### src/include/fpeg_pkg.sv
// Package of constants and types for the flash program/erase guard
package fpeg_pkg;
  // Key codes, written in this order to unlock one operation
  localparam logic [7:0] FPEG_KEY_FIRST = 8'hA5;
  localparam logic [7:0] FPEG_KEY_SECOND = 8'hF1;
  // Erased byte value
  localparam logic [7:0] FPEG_ERASED = 8'hFF;
  // Page size in bytes and its address width
  localparam int FPEG_PAGE_BYTES = 1024;
  localparam int FPEG_PAGE_BITS = 10;
  // Highest address an 8-bit-address write may touch
  localparam logic [15:0] FPEG_SHORT_ADDR_MAX = 16'h00FF;
  // Clock rate and operation times
  localparam int FPEG_CLK_MHZ = 100;
  localparam int FPEG_WRITE_TIME_US = 20;
  localparam int FPEG_ERASE_TIME_US = 20;
  localparam int FPEG_WRITE_CYCLES = FPEG_WRITE_TIME_US * FPEG_CLK_MHZ;
  localparam int FPEG_ERASE_CYCLES = FPEG_ERASE_TIME_US * FPEG_CLK_MHZ;
  // Control register bit positions
  localparam int FPEG_CTL_WE_BIT = 0;
  localparam int FPEG_CTL_EE_BIT = 1;
  // Register select codes on the special register port
  localparam logic [1:0] FPEG_REG_CONTROL = 2'h0;
  localparam logic [1:0] FPEG_REG_KEY = 2'h1;
  localparam logic [1:0] FPEG_REG_BANK = 2'h2;
  // Key tracker states
  typedef enum logic [1:0] {
    FPEG_KEY_WAIT_FIRST = 2'b00,
    FPEG_KEY_WAIT_SECOND = 2'b01,
    FPEG_KEY_OPEN = 2'b10
  } fpeg_key_state_t;
  // Operation sequencer states
  typedef enum logic [1:0] {
    FPEG_OP_IDLE = 2'b00,
    FPEG_OP_WRITE = 2'b01,
    FPEG_OP_ERASE = 2'b10
  } fpeg_op_state_t;
endpackage

### src/include/fpeg_if.sv
// Interface joining the CPU side and the flash guard
`timescale 1ns/1ps
`default_nettype none
interface fpeg_if;
  logic reg_wr;        // Special register write strobe
  logic [1:0] reg_sel; // Which register
  logic [7:0] reg_data;
  logic xw_valid;      // External-memory write instruction
  logic xw_short;      // Instruction used an 8-bit address
  logic [1:0] xw_bank;
  logic [15:0] xw_addr;
  logic [7:0] xw_data;
  logic stall;         // Execution held while flash busy
  logic [7:0] status;  // Guard state for software reads
  modport guard (input reg_wr, reg_sel, reg_data, xw_valid, xw_short, xw_bank, xw_addr,
    xw_data, output stall, status);
  modport cpu (output reg_wr, reg_sel, reg_data, xw_valid, xw_short, xw_bank, xw_addr,
    xw_data, input stall, status);
endinterface
`default_nettype wire

### src/hdl/fpeg_guard.sv
// Device end: flash program/erase guard with key lock and timer
// How it works
// - Programming only clears bits, ANDs data
// - Operations timed internally, execution stalled
// - Write-enable steers writes to flash, sticky
// - Key codes A5 then F1, any gap
// - Wrong key order disables flash until reset
// - Operation without key disables flash too
// - Lock closes as every operation starts
// - Unarmed supply monitor forces flash error reset
// - Erase sets whole 1024-byte page FF
// - Erase-enable plus write-enable erases page
// - Write-enable alone programs one byte
// - Software sets bank before key, access
// - Short-address writes above 00FF blocked
// - Software disables interrupts around sequences
// - Erase needs both enables set
// - Flash error flag reads one after a flash error reset
`timescale 1ns/1ps
`default_nettype none
module fpeg_guard #(
  parameter int WRITE_CYCLES = fpeg_pkg::FPEG_WRITE_CYCLES, // Byte program time
  parameter int ERASE_CYCLES = fpeg_pkg::FPEG_ERASE_CYCLES  // Page erase time
) (
  input wire logic ref_clk_i,
  input wire logic rst_i,
  fpeg_if.guard bus,
  input wire logic monitor_on_i,       // Supply monitor enabled
  input wire logic monitor_reset_en_i, // Supply monitor is a reset source
  input wire logic [7:0] flash_rdata_i, // Current byte at target address
  output logic flash_wr_o,             // One-cycle byte program pulse
  output logic flash_erase_o,          // One-cycle page erase pulse
  output logic [1:0] flash_bank_o,
  output logic [15:0] flash_addr_o,
  output logic [7:0] flash_wdata_o,
  output logic ram_wr_o,               // Write goes to data RAM
  output logic flash_error_reset_o,    // One-cycle device reset request
  output logic flash_error_reset_flag_o // Sticky cause flag
);
  import fpeg_pkg::*;

  logic [7:0] program_store_control; // Write/erase enables
  logic [1:0] code_bank_select;      // Bank for flash access
  fpeg_key_state_t key_state;        // Key tracker
  logic flash_disabled;              // Sticky until system reset
  fpeg_op_state_t op_state;
  logic [31:0] op_count;             // Remaining busy cycles
  logic stall_q;
  logic we;
  logic ee;
  logic key_wr;
  logic flash_target;
  logic attempt;
  logic monitor_ok;
  logic addr_ok;
  logic go;

  assign we = program_store_control[FPEG_CTL_WE_BIT];
  assign ee = program_store_control[FPEG_CTL_EE_BIT];
  assign key_wr = bus.reg_wr && (bus.reg_sel == FPEG_REG_KEY);
  // Writes aim at flash only while write-enable is set
  assign flash_target = bus.xw_valid && we && !stall_q;
  assign monitor_ok = monitor_on_i && monitor_reset_en_i;
  // Short-form addresses cannot reach beyond the first 256 bytes
  assign addr_ok = !(bus.xw_short && (bus.xw_addr > FPEG_SHORT_ADDR_MAX));
  assign attempt = flash_target && monitor_ok && addr_ok;
  assign go = attempt && !flash_disabled && (key_state == FPEG_KEY_OPEN);
  assign bus.stall = stall_q;
  assign bus.status = {3'h0, flash_error_reset_flag_o, flash_disabled, stall_q,
    key_state == FPEG_KEY_OPEN, 1'b0};

  // Control and bank registers; bits stay until software changes them
  always_ff @(posedge ref_clk_i) begin
    if (rst_i) begin
      program_store_control <= 8'h00;
      code_bank_select <= 2'h0;
    end else if (bus.reg_wr) begin
      if (bus.reg_sel == FPEG_REG_CONTROL) begin
        program_store_control <= bus.reg_data & 8'h03;
      end
      if (bus.reg_sel == FPEG_REG_BANK) begin
        code_bank_select <= bus.reg_data[1:0];
      end
    end
  end

  // Key tracker
  always_ff @(posedge ref_clk_i) begin
    if (rst_i) begin
      key_state <= FPEG_KEY_WAIT_FIRST;
    end else if (go) begin
      key_state <= FPEG_KEY_WAIT_FIRST; // Relock per operation
    end else if (flash_disabled) begin
      key_state <= FPEG_KEY_WAIT_FIRST; // Disabled lock never reports open
    end else if (key_wr) begin
      unique case (key_state)
        FPEG_KEY_WAIT_FIRST: begin
          key_state <= (bus.reg_data == FPEG_KEY_FIRST) ? FPEG_KEY_WAIT_SECOND
                                                        : FPEG_KEY_WAIT_FIRST;
        end
        FPEG_KEY_WAIT_SECOND: begin
          key_state <= (bus.reg_data == FPEG_KEY_SECOND) ? FPEG_KEY_OPEN
                                                         : FPEG_KEY_WAIT_FIRST;
        end
        FPEG_KEY_OPEN: begin
          key_state <= FPEG_KEY_WAIT_FIRST; // Extra key write is out of order
        end
        default: key_state <= FPEG_KEY_WAIT_FIRST;
      endcase
    end
  end

  // Sticky disable, cleared only by reset
  always_ff @(posedge ref_clk_i) begin
    if (rst_i) begin
      flash_disabled <= 1'b0;
    end else begin
      if (key_wr && !((key_state == FPEG_KEY_WAIT_FIRST && bus.reg_data == FPEG_KEY_FIRST) ||
          (key_state == FPEG_KEY_WAIT_SECOND && bus.reg_data == FPEG_KEY_SECOND))) begin
        flash_disabled <= 1'b1;
      end
      if (attempt && key_state != FPEG_KEY_OPEN) begin
        flash_disabled <= 1'b1;
      end
    end
  end

  // Flash error reset request; the flag survives the reset it causes
  always_ff @(posedge ref_clk_i) begin
    if (rst_i) begin
      flash_error_reset_o <= 1'b0;
    end else begin
      flash_error_reset_o <= flash_target && !monitor_ok;
    end
  end

  // Cause flag: set by the error, cleared by any other reset
  always_ff @(posedge ref_clk_i) begin
    if (flash_error_reset_o) begin
      flash_error_reset_flag_o <= 1'b1;
    end else if (rst_i) begin
      flash_error_reset_flag_o <= 1'b0;
    end
  end

  // Operation sequencer with internal timing and stall
  always_ff @(posedge ref_clk_i) begin
    if (rst_i) begin
      op_state <= FPEG_OP_IDLE;
      op_count <= 32'h0;
      stall_q <= 1'b0;
      flash_wr_o <= 1'b0;
      flash_erase_o <= 1'b0;
      flash_addr_o <= 16'h0000;
      flash_wdata_o <= 8'h00;
      flash_bank_o <= 2'h0;
    end else begin
      flash_wr_o <= 1'b0;
      flash_erase_o <= 1'b0;
      unique case (op_state)
        FPEG_OP_IDLE: begin
          if (go) begin
            stall_q <= 1'b1;
            flash_bank_o <= code_bank_select;
            if (ee) begin
              // Erase only with both enables
              op_state <= FPEG_OP_ERASE;
              op_count <= 32'(ERASE_CYCLES);
              flash_erase_o <= 1'b1;
              flash_addr_o <= {bus.xw_addr[15:FPEG_PAGE_BITS], FPEG_PAGE_BITS'(0)};
              flash_wdata_o <= FPEG_ERASED;
            end else begin
              // Single byte; program can only clear bits
              op_state <= FPEG_OP_WRITE;
              op_count <= 32'(WRITE_CYCLES);
              flash_wr_o <= 1'b1;
              flash_addr_o <= bus.xw_addr;
              flash_wdata_o <= bus.xw_data & flash_rdata_i;
            end
          end
        end
        FPEG_OP_WRITE, FPEG_OP_ERASE: begin
          if (op_count <= 32'h1) begin
            op_state <= FPEG_OP_IDLE;
            stall_q <= 1'b0;
          end else begin
            op_count <= op_count - 32'h1;
          end
        end
        default: op_state <= FPEG_OP_IDLE;
      endcase
    end
  end

  // Plain RAM writes while write-enable is clear
  always_ff @(posedge ref_clk_i) begin
    if (rst_i) begin
      ram_wr_o <= 1'b0;
    end else begin
      ram_wr_o <= bus.xw_valid && !we && !stall_q;
    end
  end
endmodule
`default_nettype wire

### src/flat_wrapper.sv
// flat-port wrapper written by rule: the top's interface ports become plain ports
module fpeg_guard_flat import fpeg_pkg::*;
#(
  parameter int WRITE_CYCLES = fpeg_pkg::FPEG_WRITE_CYCLES,                     
  parameter int ERASE_CYCLES = fpeg_pkg::FPEG_ERASE_CYCLES                    
)
  (ref_clk_i, rst_i, monitor_on_i, monitor_reset_en_i, flash_rdata_i, flash_wr_o, flash_erase_o, flash_bank_o, flash_addr_o, flash_wdata_o, ram_wr_o, flash_error_reset_o, flash_error_reset_flag_o, bus_reg_wr, bus_reg_sel, bus_reg_data, bus_xw_valid, bus_xw_short, bus_xw_bank, bus_xw_addr, bus_xw_data, bus_stall, bus_status);
  fpeg_if bus_i ();
  input wire logic ref_clk_i;
  input wire logic rst_i;
  input wire logic monitor_on_i;
  input wire logic monitor_reset_en_i;
  input wire logic [7:0] flash_rdata_i;
  output logic flash_wr_o;
  output logic flash_erase_o;
  output logic [1:0] flash_bank_o;
  output logic [15:0] flash_addr_o;
  output logic [7:0] flash_wdata_o;
  output logic ram_wr_o;
  output logic flash_error_reset_o;
  output logic flash_error_reset_flag_o;
  input wire logic [$bits(bus_i.reg_wr)-1:0] bus_reg_wr;
  input wire logic [$bits(bus_i.reg_sel)-1:0] bus_reg_sel;
  input wire logic [$bits(bus_i.reg_data)-1:0] bus_reg_data;
  input wire logic [$bits(bus_i.xw_valid)-1:0] bus_xw_valid;
  input wire logic [$bits(bus_i.xw_short)-1:0] bus_xw_short;
  input wire logic [$bits(bus_i.xw_bank)-1:0] bus_xw_bank;
  input wire logic [$bits(bus_i.xw_addr)-1:0] bus_xw_addr;
  input wire logic [$bits(bus_i.xw_data)-1:0] bus_xw_data;
  output wire logic [$bits(bus_i.stall)-1:0] bus_stall;
  output wire logic [$bits(bus_i.status)-1:0] bus_status;
  assign bus_i.reg_wr = bus_reg_wr;
  assign bus_i.reg_sel = bus_reg_sel;
  assign bus_i.reg_data = bus_reg_data;
  assign bus_i.xw_valid = bus_xw_valid;
  assign bus_i.xw_short = bus_xw_short;
  assign bus_i.xw_bank = bus_xw_bank;
  assign bus_i.xw_addr = bus_xw_addr;
  assign bus_i.xw_data = bus_xw_data;
  assign bus_stall = bus_i.stall;
  assign bus_status = bus_i.status;
  fpeg_guard #(.WRITE_CYCLES(WRITE_CYCLES), .ERASE_CYCLES(ERASE_CYCLES)) u_core (.ref_clk_i(ref_clk_i), .rst_i(rst_i), .bus(bus_i), .monitor_on_i(monitor_on_i), .monitor_reset_en_i(monitor_reset_en_i), .flash_rdata_i(flash_rdata_i), .flash_wr_o(flash_wr_o), .flash_erase_o(flash_erase_o), .flash_bank_o(flash_bank_o), .flash_addr_o(flash_addr_o), .flash_wdata_o(flash_wdata_o), .ram_wr_o(ram_wr_o), .flash_error_reset_o(flash_error_reset_o), .flash_error_reset_flag_o(flash_error_reset_flag_o));
endmodule
### config.mk
export PLATFORM = sky130hd
export DESIGN_NAME = fpeg_guard_flat
export DESIGN_NICKNAME = d
export VERILOG_FILES = /design/src/include/fpeg_pkg.sv /design/src/include/fpeg_if.sv /design/src/hdl/fpeg_guard.sv /design/src/flat_wrapper.sv
export SDC_FILE = /design/constraint.sdc
export NUM_CORES = 1
export LEC_CHECK = 0
export BUFFER_PORTS_ARGS = -buffer_cell sky130_fd_sc_hd__buf_2
export CORE_ASPECT_RATIO = 1.4
export CORE_MARGIN = 2
export CORE_UTILIZATION = 54
export CTS_BUF_LIST = sky130_fd_sc_hd__clkbuf_4 sky130_fd_sc_hd__clkbuf_8
export CTS_CLUSTER_DIAMETER = 50
export DETAILED_ROUTE_END_ITERATION = 8
export GPL_ROUTABILITY_DRIVEN = 0
export GPL_TIMING_DRIVEN = 1
export HOLD_SLACK_MARGIN = 0.12
export PLACE_DENSITY = 0.82
export REMOVE_ABC_BUFFERS = 1
export SKIP_CTS_REPAIR_TIMING = 1
export SLEW_MARGIN = 25
export SYNTH_ARGS = -nofsm -noshare
export SYNTH_HDL_FRONTEND = slang
export SYNTH_SLANG_ARGS = --single-unit
### constraint.sdc
create_clock -name ref_clk_i -period 3.15 [get_ports ref_clk_i]
set_clock_uncertainty 0.05 [all_clocks]
set_input_delay 0.63 -clock ref_clk_i [delete_from_list [all_inputs] [get_ports ref_clk_i]]
set_output_delay 0.63 -clock ref_clk_i [all_outputs]
set_load 0.03 [all_outputs]
==> run_results.csv <==
group,metric,value,unit
run_status,status,"complete, no violations",
grt,track_usage,23.9,%
die,die_y,97.5,um
pwr,pwr_density_cell,418,nW/um^2
job,drv_cap,0,
timing,worst_pin_slew,0.717,ns
die,ioPinCount,91,
placement,io_buffers,84,
yosys,synth_cell_types,46,
min_path,hold_class,"flip-flop to flip-flop",
yosys,synthCells,400,
routing,drc,0,
timing,slew_headroom,51.8,%
yosys,ys_seq_area_share,43.3,%
yosys,synth.largest_area_cell,"dfxtp_1",
worst_setup_path,critPathCaptureType,"flip-flop",
routing,wl_met1,3.20,mm
routing,dr_wl_met3,515,um
die,start_util,55.0,%
clock_tree,cts_tree,"built",
routing,firstDrtPassIters,4,
die,die_area,6900,um^2
yosys,synth_commonest_cells,"dfxtp_1, a21oi_1, nand2_1, nor2_1, clkbuf_1",
timing,fin_crit_sh,83.0,%
yosys,yosys.area.top_type_share,43.3,%
routing,ant_nets,0,
final_layout,final_util,65.6,%
clock_tree,cts.sinks,73,
worst_setup_path,worst-setup-path-type,"flip-flop to flip-flop",
yosys,ys_async_sr_fraction,0,%
final_layout,layout.nets,536,
yosys,synth_top_cells_by_area,"dfxtp_1, a21oi_1, nand2_1",
routing,viasPerCell,5.76,
routing,finalWirelength,7.93,mm
grt,grt_overflow_total,0,
worst_setup_path,cp_max_fo,12,
grt,grt_pass1_vias,3088,
yosys,syn_avg_cell_area,8.43,um^2
yosys,ys.warnings.count,0,
worst_setup_path,start_kind,"flip-flop",
routing,top_layer,"met4",
yosys,synth_edf_count,0,
clock_tree,cts-buffers-inserted,9,
grt,grt_pass1_wl,13.7,mm
timing,rsz0062_at_grt,"no",
timing,finalSetupViolations,0,
pwr,power,1.68,mW
timing,fin_crit,2.61,ns
die,die_x,70.8,um
placement,place_hpwl,5.72,mm
final_layout,area_delta_synth_final,19.1,%
pwr,ir_worst_vdd,0.251,mV
die,core,6130,um^2
timing,fin_tns_setup,0,ns
yosys,syn_area,3370,um^2
grt,grt_max_degree,46,
clock_tree,cts-root-buf,"clkbuf_8",
final_layout,final_layout_size_suffix_gt1_share,23.3,%
timing,slew_viol_final,0,
clock_tree,htreeDepth,3,
clock_tree,clk_pin_slew,0.08,ns
die,rows,34,
routing,vias,3212,
routing,wl_met2,4.07,mm
worst_setup_path,reg2reg_slack,0.54,ns
yosys,synth_ff_type,"dfxtp_1",
final_layout,fin_cells,558,
routing,dr.first_iter.drc_count,159,
timing,hold_viol,0,
final_layout,diodes,0,
clock_tree,clk_path_buf_depth,2,
worst_setup_path,worstPathArrival,2.85,ns
pwr,p_leak,1.70,nW
yosys,synth_most_common_cell,"dfxtp_1",
clock_tree,worstSkewPairLatency,0.34,ns
grt,antenna_found_initial,0,
worst_setup_path,worstPathRequired,3.38,ns
placement,dp.cells,542,
routing,post_drt_wl_per_cell,14.2,um
timing,timing.hold.ws,0.383,ns
timing,fmax,383,MHz
yosys,ys_seq_elements,73,
[critical path, stage by stage (launching register included)]
cell	delay, ns
dfxtp_1	0.36
or4_1	0.67
nor3_1	0.44
nand4_1	0.27
buf_4	0.26
nand3_1	0.22
o21ai_0	0.14
a21oi_1	0.13
[final timing paths]
check,endpoint,cells past startpoint,start
max,u_core.op_count[14],7,u_core.op_count[11]
min,u_core.flash_error_reset_flag_o,1,u_core.flash_error_reset_o
max reg2reg,u_core.op_count[14],7,u_core.op_count[11]
min reg2reg,u_core.flash_error_reset_flag_o,1,u_core.flash_error_reset_o
[power breakdown]
| group | leakage, nW | total [mW] | internal [mW] | switching, mW |
|---|---|---|---|---|
| Sequential | 0.588 | 0.930 | 0.925 | 0.00489 |
| Clock | 0.0887 | 0.666 | 0.308 | 0.357 |
| Combinational | 1.02 | 0.0853 | 0.0364 | 0.0489 |
[metrics by stage]
stage / instance area [um^2] / setup WS (ns)
final: 4020 / 0.537
after CTS: 4020 / 0.542
after detailed placement: 3840 / 0.507
after global routing: 4020 / 0.281
after global placement: 3840 / 0.524
after floorplan: 3270 / 0.0833
[routing by layer]
layer | track usage, % | vias to the layer above
met5 | 0 | -
met4 | 9.14 | 0
met3 | 6.02 | 17
met2 | 41.2 | 108
met1 | 27.9 | 1485
li1 | - | 1602
[logic make-up after synthesis]
kind of cell,after synthesis,share of synthesized area (%)
adders and majority gates,4,1.48
and+or+nand+nor,184,30.1
buffers and inverters,31,4.27
AOI/OAI and AO/OA,86,15.1
muxes,5,1.48
DFF,73,43.3
xor gates and xnor gates,16,4.16
other,1,0.111
[state kept, by name, indices dropped and copies added (netlist names)]
signal                           count
u_core.flash_erase_o                 1
u_core.flash_bank_o                  2
u_core.flash_disabled                1
u_core.op_state                      2
u_core.op_count                     32
u_core.flash_wr_o                    1
u_core.code_bank_select              2
u_core.key_state                     2
u_core.flash_error_reset_flag_o      1
u_core.flash_wdata_o                 8
u_core.flash_addr_o                 16
u_core.bus.stall                     1
u_core.flash_error_reset_o           1
u_core.ram_wr_o                      1
u_core.program_store_control         2
[final cells by class]
type | count | area (um^2)
Clock buffer | 10 | 138
Clock inverter | 6 | 42.5
Fill cell | 526 | 2110
Inverter | 7 | 26.3
Multi-Input combinational cell | 299 | 1790
Sequential cell | 73 | 1460
Tap cell | 72 | 90.1
Timing Repair Buffer | 91 | 473
[placed cells by master, fill, tap and decap left out, drive strengths merged, types with 2 or more instances in the layout]
cell type,instances
nand3,8
nor2,34
clkinvlp,2
clkbuf,10
nor3b,3
and2,3
xor2,14
nand4,10
ha,4
nor4,11
nand2,44
o31ai,5
conb,4
o2111ai,2
nand3b,12
o21a,3
nor3,15
a211oi,8
dfxtp,73
o21ai,11
or2,3
a21oi,48
mux2i,5
clkinv,3
or3,14
xnor2,2
inv,8
nand2b,4
buf,91
nand4b,7
or4,12
o32ai,2
Power figures use the tool's default switching activity.
